## src/sct_pkg.sv

```systemverilog
package sct_pkg;
   localparam int unsigned ADDR_W = 8;
   localparam int unsigned DATA_W = 32;
   // Register byte addresses
   localparam logic [7:0] OFS_CTRL_STATUS = 8'h00;
   localparam logic [7:0] OFS_POWER_MODE = 8'h04;
   // clock_ctrl_status field positions
   localparam int unsigned BIT_FLAG = 0;
   localparam int unsigned BIT_IE = 1;
   localparam int unsigned BIT_TB = 2;
   localparam int unsigned BIT_SLOW = 4;
   localparam int unsigned BIT_CP = 5;
   // power_mode request bits
   localparam int unsigned BIT_WAIT = 0;
   localparam int unsigned BIT_HALT = 1;
   localparam logic [1:0] TB_SEL_RST = 2'h0;
   localparam logic [1:0] CP_SEL_RST = 2'h0;
   localparam logic [1:0] RESP_OKAY = 2'h0;
   localparam logic [1:0] RESP_SLVERR = 2'h2;
   // Time-base periods in master clock cycles
   localparam int unsigned TB_PERIOD_00 = 16000;
   localparam int unsigned TB_PERIOD_01 = 32000;
   localparam int unsigned TB_PERIOD_10 = 80000;
   localparam int unsigned TB_PERIOD_11 = 200000;
   localparam int unsigned TB_W = 18;
   localparam int unsigned PS_W = 4;
   typedef logic [TB_W-1:0] sct_tbcnt_t;
   typedef logic [PS_W-1:0] sct_pscnt_t;
   typedef enum logic [1:0] {
      SCT_RUN,
      SCT_WAIT,
      SCT_ACT_HALT,
      SCT_HALT
   } sct_mode_t;
   // Last count of a slow-mode prescaler period: divisor minus one
   function automatic sct_pscnt_t presc_last(input logic [1:0] sel);
      unique case (sel)
         2'h0: presc_last = 4'h1;
         2'h1: presc_last = 4'h3;
         2'h2: presc_last = 4'h7;
         2'h3: presc_last = 4'hf;
      endcase
   endfunction
endpackage

```

## src/sct_clk_if.sv

```systemverilog
`timescale 1ns/1ps
`default_nettype none
interface sct_clk_if;
   logic slow_select;
   logic [1:0] cpu_prescale_sel;
   logic [1:0] timebase_sel;
   logic run_en;
   logic div_tick;
   logic tb_wrap;
   modport ctl(output slow_select, output cpu_prescale_sel,
      output timebase_sel, output run_en, input div_tick, input tb_wrap);
   modport presc(input slow_select, input cpu_prescale_sel,
      output div_tick);
   modport tbase(input timebase_sel, input run_en, output tb_wrap);
endinterface
`default_nettype wire

```

## src/sct_prescaler.sv

```systemverilog
`timescale 1ns/1ps
`default_nettype none
module sct_prescaler (
   input wire logic aclk,
   input wire logic aresetn,
   sct_clk_if.presc cif
);
   sct_pkg::sct_pscnt_t cnt_r;
   sct_pkg::sct_pscnt_t last;

   assign last = sct_pkg::presc_last(cif.cpu_prescale_sel);
   // A shrinking divisor mid-period ends the period at once (>= test)
   assign cif.div_tick = !cif.slow_select || (cnt_r >= last);

   always_ff @(posedge aclk) begin
      if (!aresetn) begin
         cnt_r <= '0;
      end else if (cif.div_tick) begin
         cnt_r <= '0;
      end else begin
         cnt_r <= cnt_r + 4'h1;
      end
   end

   // Checking only: cycles since the last tick while divide by 16 holds
   logic [4:0] gap16_r;
   logic gap16_ok_r;

   always_ff @(posedge aclk) begin
      if (!aresetn || !(cif.slow_select && cif.cpu_prescale_sel == 2'h3)) begin
         gap16_r <= '0;
         gap16_ok_r <= 1'b0;
      end else if (cif.div_tick) begin
         gap16_r <= '0;
         gap16_ok_r <= 1'b1;
      end else begin
         gap16_r <= gap16_r + 5'h01;
      end
   end

   a_div2_alternate: assert property (@(posedge aclk)
      disable iff (!aresetn)
      (cif.slow_select && cif.cpu_prescale_sel == 2'h0)[*2] ##0 cif.div_tick
      |=> !cif.div_tick)
      else $error("Divide by 2 ticked twice in a row");
   a_div16_gap: assert property (@(posedge aclk) disable iff (!aresetn)
      cif.slow_select && cif.cpu_prescale_sel == 2'h3 && gap16_ok_r
      |-> cif.div_tick == (gap16_r == 5'h0f))
      else $error("Divide by 16 period wrong");
endmodule // sct_prescaler
`default_nettype wire

```

## src/sct_timebase.sv

```systemverilog
`timescale 1ns/1ps
`default_nettype none
module sct_timebase #(
   parameter int unsigned P00 = sct_pkg::TB_PERIOD_00,
   parameter int unsigned P01 = sct_pkg::TB_PERIOD_01,
   parameter int unsigned P10 = sct_pkg::TB_PERIOD_10,
   parameter int unsigned P11 = sct_pkg::TB_PERIOD_11
) (
   input wire logic aclk,
   input wire logic aresetn,
   sct_clk_if.tbase cif
);
   sct_pkg::sct_tbcnt_t cnt_r;
   sct_pkg::sct_tbcnt_t gap_r;
   logic [1:0] act_sel_r;
   logic seen_r;

   function automatic sct_pkg::sct_tbcnt_t tb_last(input logic [1:0] s);
      unique case (s)
         2'h0: tb_last = sct_pkg::sct_tbcnt_t'(P00 - 1);
         2'h1: tb_last = sct_pkg::sct_tbcnt_t'(P01 - 1);
         2'h2: tb_last = sct_pkg::sct_tbcnt_t'(P10 - 1);
         2'h3: tb_last = sct_pkg::sct_tbcnt_t'(P11 - 1);
      endcase
   endfunction

   assign cif.tb_wrap = cif.run_en && (cnt_r >= tb_last(act_sel_r));

   // Counts whenever run_en is set; interrupt enable has no say here
   always_ff @(posedge aclk) begin
      if (!aresetn) begin
         cnt_r <= '0;
      end else if (cif.tb_wrap) begin
         cnt_r <= '0;
      end else if (cif.run_en) begin
         cnt_r <= cnt_r + 18'h1;
      end
   end

   // New selection only picked up at a period boundary, no time shift
   always_ff @(posedge aclk) begin
      if (!aresetn) begin
         act_sel_r <= sct_pkg::TB_SEL_RST;
      end else if (cif.tb_wrap) begin
         act_sel_r <= cif.timebase_sel;
      end
   end

   // Independent gap measurement for checking only
   always_ff @(posedge aclk) begin
      if (!aresetn) begin
         gap_r <= '0;
         seen_r <= 1'b0;
      end else if (cif.tb_wrap) begin
         gap_r <= '0;
         seen_r <= 1'b1;
      end else if (cif.run_en) begin
         gap_r <= gap_r + 18'h1;
      end
   end

   a_tb_period: assert property (@(posedge aclk) disable iff (!aresetn)
      cif.tb_wrap && seen_r |-> gap_r == tb_last(act_sel_r))
      else $error("Time-base period length wrong");
   a_tb_deferred: assert property (@(posedge aclk)
      disable iff (!aresetn)
      !cif.tb_wrap |=> $stable(act_sel_r))
      else $error("Time-base selection changed mid-period");
   a_tb_counting: assert property (@(posedge aclk)
      disable iff (!aresetn)
      cif.run_en && !cif.tb_wrap |=> cnt_r == $past(cnt_r) + 18'h1)
      else $error("Time-base counter stalled");
endmodule // sct_timebase
`default_nettype wire

```

## src/sct_clock_ctrl.sv

```systemverilog
// Added by the designer: the register offsets and the AXI4-Lite interface to the registers.
`timescale 1ns/1ps
`default_nettype none
module sct_clock_ctrl #(
   parameter int unsigned TB_PERIOD_00 = sct_pkg::TB_PERIOD_00,
   parameter int unsigned TB_PERIOD_01 = sct_pkg::TB_PERIOD_01,
   parameter int unsigned TB_PERIOD_10 = sct_pkg::TB_PERIOD_10,
   parameter int unsigned TB_PERIOD_11 = sct_pkg::TB_PERIOD_11
) (
   input wire logic aclk,
   input wire logic aresetn,
   input wire logic [7:0] s_axi_awaddr,
   input wire logic [2:0] s_axi_awprot,
   input wire logic s_axi_awvalid,
   output logic s_axi_awready,
   input wire logic [31:0] s_axi_wdata,
   input wire logic [3:0] s_axi_wstrb,
   input wire logic s_axi_wvalid,
   output logic s_axi_wready,
   output logic [1:0] s_axi_bresp,
   output logic s_axi_bvalid,
   input wire logic s_axi_bready,
   input wire logic [7:0] s_axi_araddr,
   input wire logic [2:0] s_axi_arprot,
   input wire logic s_axi_arvalid,
   output logic s_axi_arready,
   output logic [31:0] s_axi_rdata,
   output logic [1:0] s_axi_rresp,
   output logic s_axi_rvalid,
   input wire logic s_axi_rready,
   input wire logic wake_irq,
   output logic cpu_clk_en,
   output logic periph_clk_en,
   output logic osc_irq,
   output logic [1:0] power_mode
);
   sct_clk_if cif ();

   logic awready_r, wready_r, bvalid_r, arready_r, rvalid_r;
   logic aw_got_r, w_got_r;
   logic [7:0] awaddr_r;
   logic [31:0] wdata_r;
   logic [3:0] wstrb_r;
   logic [1:0] bresp_r, rresp_r;
   logic [31:0] rdata_r;
   logic [31:0] rdata_nxt;
   logic [1:0] aw_hit, ar_hit;
   logic wr_fire, rd_fire, wr_status, wr_mode, rd_status;
   logic slow_r, ie_r, flag_r, osc_irq_r;
   logic [1:0] cp_r, tb_r;
   logic wait_req, halt_req;
   sct_pkg::sct_mode_t mode_r;
   logic cpu_clk_en_r, periph_clk_en_r;

   function automatic logic [1:0] reg_hit(input logic [7:0] a);
      reg_hit = {a == sct_pkg::OFS_POWER_MODE,
         a == sct_pkg::OFS_CTRL_STATUS};
   endfunction

   sct_prescaler u_presc (
      .aclk(aclk),
      .aresetn(aresetn),
      .cif(cif.presc)
   );

   sct_timebase #(
      .P00(TB_PERIOD_00),
      .P01(TB_PERIOD_01),
      .P10(TB_PERIOD_10),
      .P11(TB_PERIOD_11)
   ) u_tbase (
      .aclk(aclk),
      .aresetn(aresetn),
      .cif(cif.tbase)
   );

   assign cif.slow_select = slow_r;
   assign cif.cpu_prescale_sel = cp_r;
   assign cif.timebase_sel = tb_r;
   // Oscillator stops in plain halt, so the time base freezes there
   assign cif.run_en = (mode_r != sct_pkg::SCT_HALT);

   // Write channel: address and data taken in either order, one at a time
   assign aw_hit = reg_hit(awaddr_r);
   assign wr_fire = aw_got_r && w_got_r && !bvalid_r;
   assign wr_status = wr_fire && aw_hit[0] && wstrb_r[0];
   assign wr_mode = wr_fire && aw_hit[1] && wstrb_r[0];

   always_ff @(posedge aclk) begin
      if (!aresetn) begin
         awready_r <= 1'b1;
         aw_got_r <= 1'b0;
         awaddr_r <= '0;
      end else if (s_axi_awvalid && awready_r) begin
         awready_r <= 1'b0;
         aw_got_r <= 1'b1;
         awaddr_r <= s_axi_awaddr;
      end else if (bvalid_r && s_axi_bready) begin
         awready_r <= 1'b1;
         aw_got_r <= 1'b0;
      end
   end

   always_ff @(posedge aclk) begin
      if (!aresetn) begin
         wready_r <= 1'b1;
         w_got_r <= 1'b0;
         wdata_r <= '0;
         wstrb_r <= '0;
      end else if (s_axi_wvalid && wready_r) begin
         wready_r <= 1'b0;
         w_got_r <= 1'b1;
         wdata_r <= s_axi_wdata;
         wstrb_r <= s_axi_wstrb;
      end else if (bvalid_r && s_axi_bready) begin
         wready_r <= 1'b1;
         w_got_r <= 1'b0;
      end
   end

   always_ff @(posedge aclk) begin
      if (!aresetn) begin
         bvalid_r <= 1'b0;
         bresp_r <= sct_pkg::RESP_OKAY;
      end else if (wr_fire) begin
         bvalid_r <= 1'b1;
         bresp_r <= (|aw_hit) ? sct_pkg::RESP_OKAY
            : sct_pkg::RESP_SLVERR;
      end else if (s_axi_bready) begin
         bvalid_r <= 1'b0;
      end
   end

   // Read channel: data one edge after the address is taken
   assign ar_hit = reg_hit(s_axi_araddr);
   assign rd_fire = s_axi_arvalid && arready_r;
   assign rd_status = rd_fire && ar_hit[0];

   always_comb begin
      rdata_nxt = '0;
      if (ar_hit[0]) begin
         rdata_nxt[sct_pkg::BIT_FLAG] = flag_r;
         rdata_nxt[sct_pkg::BIT_IE] = ie_r;
         rdata_nxt[sct_pkg::BIT_TB +: 2] = tb_r;
         rdata_nxt[sct_pkg::BIT_SLOW] = slow_r;
         rdata_nxt[sct_pkg::BIT_CP +: 2] = cp_r;
      end else if (ar_hit[1]) begin
         rdata_nxt[1:0] = mode_r;
      end
   end

   always_ff @(posedge aclk) begin
      if (!aresetn) begin
         arready_r <= 1'b1;
         rvalid_r <= 1'b0;
         rdata_r <= '0;
         rresp_r <= sct_pkg::RESP_OKAY;
      end else if (rd_fire) begin
         arready_r <= 1'b0;
         rvalid_r <= 1'b1;
         rdata_r <= rdata_nxt;
         rresp_r <= (|ar_hit) ? sct_pkg::RESP_OKAY
            : sct_pkg::RESP_SLVERR;
      end else if (rvalid_r && s_axi_rready) begin
         arready_r <= 1'b1;
         rvalid_r <= 1'b0;
      end
   end

   // Software fields; flag bit is read-only
   always_ff @(posedge aclk) begin
      if (!aresetn) begin
         slow_r <= 1'b0;
         ie_r <= 1'b0;
         tb_r <= sct_pkg::TB_SEL_RST;
         cp_r <= sct_pkg::CP_SEL_RST;
      end else if (wr_status) begin
         slow_r <= wdata_r[sct_pkg::BIT_SLOW];
         ie_r <= wdata_r[sct_pkg::BIT_IE];
         tb_r <= wdata_r[sct_pkg::BIT_TB +: 2];
         cp_r <= wdata_r[sct_pkg::BIT_CP +: 2];
      end
   end

   // Set wins over the read clear so no period end is lost
   always_ff @(posedge aclk) begin
      if (!aresetn) begin
         flag_r <= 1'b0;
      end else if (cif.tb_wrap) begin
         flag_r <= 1'b1;
      end else if (rd_status) begin
         flag_r <= 1'b0;
      end
   end

   always_ff @(posedge aclk) begin
      if (!aresetn) begin
         osc_irq_r <= 1'b0;
      end else begin
         osc_irq_r <= flag_r && ie_r;
      end
   end

   // Power modes: requests from the core via the power_mode register
   assign wait_req = wr_mode && wdata_r[sct_pkg::BIT_WAIT];
   assign halt_req = wr_mode && wdata_r[sct_pkg::BIT_HALT];

   always_ff @(posedge aclk) begin
      if (!aresetn) begin
         mode_r <= sct_pkg::SCT_RUN;
      end else begin
         unique case (mode_r)
            sct_pkg::SCT_RUN: begin
               if (halt_req) begin
                  mode_r <= ie_r ? sct_pkg::SCT_ACT_HALT
                     : sct_pkg::SCT_HALT;
               end else if (wait_req) begin
                  mode_r <= sct_pkg::SCT_WAIT;
               end
            end
            sct_pkg::SCT_WAIT, sct_pkg::SCT_ACT_HALT: begin
               if (wake_irq || osc_irq_r) begin
                  mode_r <= sct_pkg::SCT_RUN;
               end
            end
            sct_pkg::SCT_HALT: begin
               if (wake_irq) begin
                  mode_r <= sct_pkg::SCT_RUN;
               end
            end
         endcase
      end
   end

   // Peripherals keep the divided clock in wait, which gives slow-wait
   always_ff @(posedge aclk) begin
      if (!aresetn) begin
         cpu_clk_en_r <= 1'b0;
         periph_clk_en_r <= 1'b0;
      end else begin
         cpu_clk_en_r <= cif.div_tick && (mode_r == sct_pkg::SCT_RUN);
         periph_clk_en_r <= cif.div_tick &&
            (mode_r == sct_pkg::SCT_RUN || mode_r == sct_pkg::SCT_WAIT);
      end
   end

   assign s_axi_awready = awready_r;
   assign s_axi_wready = wready_r;
   assign s_axi_bvalid = bvalid_r;
   assign s_axi_bresp = bresp_r;
   assign s_axi_arready = arready_r;
   assign s_axi_rvalid = rvalid_r;
   assign s_axi_rdata = rdata_r;
   assign s_axi_rresp = rresp_r;
   assign cpu_clk_en = cpu_clk_en_r;
   assign periph_clk_en = periph_clk_en_r;
   assign osc_irq = osc_irq_r;
   assign power_mode = mode_r;

   a_reset_run: assert property (@(posedge aclk) disable iff (!aresetn)
      $past(!aresetn) |-> !slow_r && mode_r == sct_pkg::SCT_RUN)
      else $error("Not in normal run mode after reset");
   a_full_rate: assert property (@(posedge aclk) disable iff (!aresetn)
      (!slow_r && mode_r == sct_pkg::SCT_RUN)[*2] |-> cpu_clk_en_r)
      else $error("CPU clock not full rate with slow mode off");
   a_flag_on_wrap: assert property (@(posedge aclk)
      disable iff (!aresetn)
      cif.tb_wrap |=> flag_r ##1 (flag_r || $past(rd_status)))
      else $error("Flag not set at period end");
   a_flag_read_clr: assert property (@(posedge aclk)
      disable iff (!aresetn)
      rd_status && !cif.tb_wrap |=> !flag_r && s_axi_rvalid)
      else $error("Status read did not clear flag");
   a_irq_follows: assert property (@(posedge aclk)
      disable iff (!aresetn)
      flag_r && ie_r |=> osc_irq_r)
      else $error("Interrupt not raised from set flag");
   a_irq_gated: assert property (@(posedge aclk) disable iff (!aresetn)
      !ie_r [*2] |-> !osc_irq_r)
      else $error("Interrupt raised while disabled");
   a_active_halt: assert property (@(posedge aclk)
      disable iff (!aresetn)
      mode_r == sct_pkg::SCT_RUN && halt_req |=> mode_r == ($past(ie_r) ?
      sct_pkg::SCT_ACT_HALT : sct_pkg::SCT_HALT))
      else $error("Halt entered wrong mode");
   a_halt_held: assert property (@(posedge aclk) disable iff (!aresetn)
      mode_r == sct_pkg::SCT_HALT && !wake_irq |=>
      mode_r == sct_pkg::SCT_HALT)
      else $error("Plain halt left without a wake request");
   a_wait_entry: assert property (@(posedge aclk)
      disable iff (!aresetn)
      mode_r == sct_pkg::SCT_RUN && wait_req && !halt_req |=>
      mode_r == sct_pkg::SCT_WAIT)
      else $error("Wait request did not enter wait");
   a_cpu_stopped: assert property (@(posedge aclk)
      disable iff (!aresetn)
      mode_r != sct_pkg::SCT_RUN |=> !cpu_clk_en_r)
      else $error("CPU clock ran outside run mode");
   a_slow_wait: assert property (@(posedge aclk) disable iff (!aresetn)
      (mode_r == sct_pkg::SCT_WAIT && slow_r && cp_r == 2'h0 && !wake_irq)[*3]
      |-> periph_clk_en_r || $past(periph_clk_en_r))
      else $error("Slow-wait lost the divided clock");
endmodule // sct_clock_ctrl
`default_nettype wire

```

## config.mk

```make
export PLATFORM = sky130hd
export DESIGN_NAME = sct_clock_ctrl
export DESIGN_NICKNAME = d
export VERILOG_FILES = /design/src/sct_pkg.sv /design/src/sct_clk_if.sv /design/src/sct_prescaler.sv /design/src/sct_timebase.sv /design/src/sct_clock_ctrl.sv
export SDC_FILE = /design/constraint.sdc
export NUM_CORES = 1
export LEC_CHECK = 0
export BUFFER_PORTS_ARGS = -buffer_cell sky130_fd_sc_hd__buf_2
export CORE_MARGIN = 2
export CORE_UTILIZATION = 50
export CTS_CLUSTER_DIAMETER = 50
export DETAILED_ROUTE_END_ITERATION = 8
export PLACE_DENSITY = 0.87
export SYNTH_ARGS = -nofsm -noshare
export SYNTH_HDL_FRONTEND = slang
export SYNTH_SLANG_ARGS = --single-unit
export TNS_END_PERCENT = 100
```

## constraint.sdc

```tcl
create_clock -name aclk -period 2.9 [get_ports aclk]
set_clock_uncertainty 0.05 [all_clocks]
set_input_delay 0.29 -clock aclk [delete_from_list [all_inputs] [get_ports aclk]]
set_output_delay 0.29 -clock aclk [all_outputs]
set_load 0.03 [all_outputs]
```

-- Word-level counts from Yosys, hierarchy flattened
Cells that the tools add are included.
- logic and storage cells: 111
- bits of input ports: 66
- bits in registers: 70
- equal/unequal tests: 15
- order comparisons: 2
- bitwise operators: 1
- reduce and logical (&&, ||, !) cells: 39
- $add $sub $neg: 2
- muxes and demuxes: 27
- operator list (kind ; number):
    $pmux 18 s4 ; 1
    $add 18x1->18 const B ; 1
    $ge 18x18->1 ; 1
    $logic_and 1x1->1 ; 18
    $eq 8x3->1 const B ; 2
    $logic_not 8->1 ; 2
    $mux 2 ; 8
    $pmux 4 s4 ; 1
    $mux 1 ; 15
    $eq 2x2->1 const B ; 6
    $reduce_bool 2->1 ; 5
    $reduce_or 2->1 ; 5
    $eq 2x1->1 const B ; 3
    $logic_not 2->1 ; 3
    $ne 2x2->1 const B ; 3
    $pmux 2 s3 ; 1
    $mux 5 ; 1
    $add 4x1->4 const B ; 1
    $ge 4x4->1 ; 1
    $logic_or 1x1->1 ; 3
    $ne 3x3->1 const B ; 1
    $reduce_and 3->1 ; 1
    $logic_not 1->1 ; 2
    $not 1->1 ; 1

-- Logic depth before layout (Yosys ltp)
- depth after elaboration: 8
- gate-level depth with buffers: 9
- gate-level depth less buffers: 8

-- Cells and area by module
Synthesis repeated with hierarchy kept, for this count alone.
- cell total of the unflattened synthesis: 380
- area, all modules: 3331.9 µm²
- by module, submodules not included (module ; cells each ; times used ; sequential area each (µm²) ; area an instance (µm²)):
    sct_clock_ctrl ; 224 ; 1 ; 880.8 ; 1939.4
    sct_timebase ; 130 ; 1 ; 400.4 ; 1159.9
    sct_prescaler ; 26 ; 1 ; 80.1 ; 232.7

-- Worst setup path after synthesis
No wires, ideal clock.
- path kind: flip-flop to flip-flop
- start: register u_tbase.act_sel_r[0]
- end: register u_tbase.cnt_r[10]
- path buffers: 1
- setup slack: 1.049 ns
- library setup time: 0.064 ns
- stages on the path, launching flop included: 9
- period minus slack after synthesis: 1.851 ns
- arrival time: 1.737 ns
- cell sequence: dfxtp_1 -> or2_2 -> ha_1 -> o21ai_0 -> nor2_1 -> o311ai_4 -> nand3_4 -> buf_6 -> nor2_1
- cells in the longest elaborated chain, start to end: 5
- elaborated cells on any way between the ends: 8
- RTL lines (element ; RTL line ; RTL):
    from (decl) ; sct_timebase.sv:15 ; logic [1:0] act_sel_r;
    from (signal assigned) ; sct_timebase.sv:43 ; act_sel_r <= sct_pkg::TB_SEL_RST;
    from (signal assigned) ; sct_timebase.sv:45 ; act_sel_r <= cif.timebase_sel;
    $eq 2x2->1 (tied with other cells) ; sct_timebase.sv:19 ; unique case (s)
    $pmux 18 s4 * ; sct_timebase.sv:19 ;
    $ge 18x18->1 * ; sct_timebase.sv:27 ; assign cif.tb_wrap = cif.run_en && (cnt_r >= tb_last(act_sel_r));
    $logic_and 1x1->1 * ; sct_timebase.sv:27 ;
    $reduce_or 2->1 (no source line) * ; -- ;
    to (signal assigned) ; sct_timebase.sv:36 ; cnt_r <= cnt_r + 18'h1;
    to (decl) ; sct_timebase.sv:13 ; sct_pkg::sct_tbcnt_t cnt_r;
Every way passes the cells marked *; elsewhere a longest branch is shown, timed or not. The select of a mux whose other input is x is not followed.
A chain may end at the register's enable or synchronous reset.

-- Worst setup path in the final report
- start: register u_tbase.act_sel_r[1]
- end: register u_tbase.cnt_r[16]
The elaborated chain is that of the path after synthesis.

==> impl_metrics.tcl <==
set metrics [dict create \
    hold_class "in -> reg" \
    grt_pass1_wl_mm 10.8 \
    synth_edf_count 0 \
    die_w_um 85.0 \
    dp_cells 496 \
    firstDrtPassIters 5 \
    drt_iter0_markers 182 \
    drc 0 \
    clock_latency_ns 0.34 \
    yosysUniqueCellTypes 44 \
    io_pins 112 \
    die_h_um 85.0 \
    max-vdd-ir-drop_mv 0.422 \
    async_flop_share_pct 0 \
    num-fill-cells 534 \
    nNetsFinal 515 \
    die_area_mm2 0.00722 \
    synthCells 379 \
    grt_max_degree 35 \
    ys.warnings.count 0 \
    ant_nets 0 \
    crit_required_ns 3.12 \
    postLayoutCellArea_mm2 0.00369 \
    num_vias 2642 \
    dpl_cell_area_mm2 0.00347 \
    synth_common_cells "dfxtp_1 (68), nand2_1 (56), nor2_1 (51)" \
    numClockSinks 68 \
    antenna_found_initial 0 \
    avgSynthCellArea_um2 8.65 \
    p_per_area_mw_per_mm2 546 \
    drv_cap 0 \
    final-instance-count-excl-fill 512 \
    clk_pin_slew_worst_paths_ns 0.07 \
    setup_tns_ns 0 \
    htreeDepth 3 \
    area_delta_synth_final_pct 12.4 \
    status "complete, no violations" \
    io_buffer_count 50 \
    placementRows 29 \
    post-route-period-util_pct 70.8 \
    wire_per_inst_um 12.7 \
    track_usage_pct 18.8 \
    cts-buffers-inserted 9 \
    syn_area_mm2 0.00328 \
    grt_pass1_vias 2482 \
    worst_slack_ns 0.846 \
    cellLeakagePower_nw 1.60 \
    yosys_register_bits 68 \
    synth_most_common_cell "dfxtp_1" \
    overflow 0 \
    crit_path_end_kind "flop" \
    clockBufferDepth 2 \
    max_freq_mhz 487 \
    synth_top_cell_by_area "dfxtp_1" \
    place.gp.congestion 0.839 \
    post-dp-hpwl_mm 4.82 \
    start_util_pct 51.6 \
    avgViaCountPerCell 5.16 \
    yosysTopAreaCellShare_pct 41.5 \
    layout_min_cycle_time_ns 2.05 \
    crit_arrival_ns 2.28 \
    cts_tree "done" \
    cts-resized-gates 0 \
    finalPower_mw 2.01 \
    crit_type "reg -> reg" \
    diodes 0 \
    post_cts_buffers 0 \
    synth_ff_type "dfxtp_1" \
    setup_violations 0 \
    hold_viol_final 0 \
    synthTopCellsByArea "dfxtp_1 (42%), ha_1 (7.2%), nand2_1 (6.4%)" \
    coreArea_mm2 0.00635 \
    rsz0062_at_grt "false" \
    drive_gt1_share_pct 18.4 \
    pre_cts_slack_ns 0.879 \
    routed_wl_mm 6.49 \
    cts_root_buf "clkbuf_8" \
    ys_seq_area_share_pct 41.5 \
    cts_hold_buf 0 \
    slew_violations 0 \
    worstSetupStartpointType "flop" \
    crit_fanout 18 \
]
-- where the power goes --
| group | leakage [nW] | switching, mW | internal, mW |
|---|---|---|---|
| combinational | 0.936 | 0.130 | 0.0510 |
| sequential | 0.554 | 0.0221 | 0.962 |
| clock | 0.107 | 0.341 | 0.507 |
-- final cells by class --
type | instances | area [um2] | area share, %
Clock buffer | 12 | 145 | 3.94
Tap cell | 77 | 96.3 | 2.61
Inverter | 12 | 45.0 | 1.22
Multi-Input combinational cell | 288 | 1710 | 46.3
Timing Repair Buffer | 51 | 258 | 6.99
Clock inverter | 4 | 72.6 | 1.97
Sequential cell | 68 | 1360 | 36.9
-- kinds of logic after synthesis --
kind of cell | share of synthesized area [%]
buffers and inverters | 9.39
DFF | 41.5
other | 0.114
adders and majority gates | 7.25
AOI/OAI and AO/OA | 11.7
and+or+nand+nor | 22.8
muxes | 2.14
xor gates and xnor gates | 5.07
-- registers in the layout, indices dropped and copies added, names as in the netlist, 2 cells and up --
| name | count |
|---|---|
| power_mode | 2 |
| cif.timebase_sel | 2 |
| wdata_r | 7 |
| cif.cpu_prescale_sel | 2 |
| s_axi_rdata | 7 |
| u_presc.cnt_r | 4 |
| u_tbase.act_sel_r | 2 |
| awaddr_r | 8 |
| u_tbase.cnt_r | 18 |
-- path summary, 6_finish.rpt --
kind | start | endpoint | slack [ns] | cells past startpoint
worst max-delay path | u_tbase.act_sel_r[1] | u_tbase.cnt_r[16] | 0.85 | 8
worst min-delay path | s_axi_wdata[4] | wdata_r[4] | 0.13 | 3
worst max register to register | u_tbase.act_sel_r[1] | u_tbase.cnt_r[16] | 0.85 | 8
worst min register to register | wdata_r[0] | wdata_r[0] | 0.41 | 2
-- placed cells by master (no fill, tap or decap), drive strengths merged, types with 2 or more instances in the layout --
cell type   n
a211oi      2
a21o        2
a21oi      35
a22oi       5
and2        5
and4        2
buf        51
bufinv      2
clkbuf     12
clkinv      2
conb       27
dfxtp      68
ha         19
inv        11
mux2i       7
nand2      56
nand2b      2
nand3      11
nand4       6
nand4b      2
nor2       52
nor2b       2
nor3        5
nor4        4
o21ai      16
xnor2       7
xor2       12
-- stage by stage --
stage          hold WS [ns]  utilization, %
3_3_place_gp          0.393            54.6
5_1_grt               0.134            58.0
2_1_floorplan         0.376               -
3_5_place_dp          0.397            54.6
4_1_cts               0.123            58.0
6_report              0.127            58.0
-- worst max-delay path, cell delays in order (launching register included) --
cell,delay [ns]
dfxtp_1,0.33
inv_1,0.10
nand2_1,0.10
ha_1,0.33
a211oi_1,0.20
nor2_1,0.11
o311ai_4,0.34
nand3_4,0.24
nor2_1,0.18
-- layer usage --
metal / global-route usage, % / routed length [um]
met2: 33.5 / 3310
met4: 6.64 / 97
met1: 21.0 / 2710
met3: 5.93 / 379
met5: 0 / 0
(Power assumes the default switching activity.)
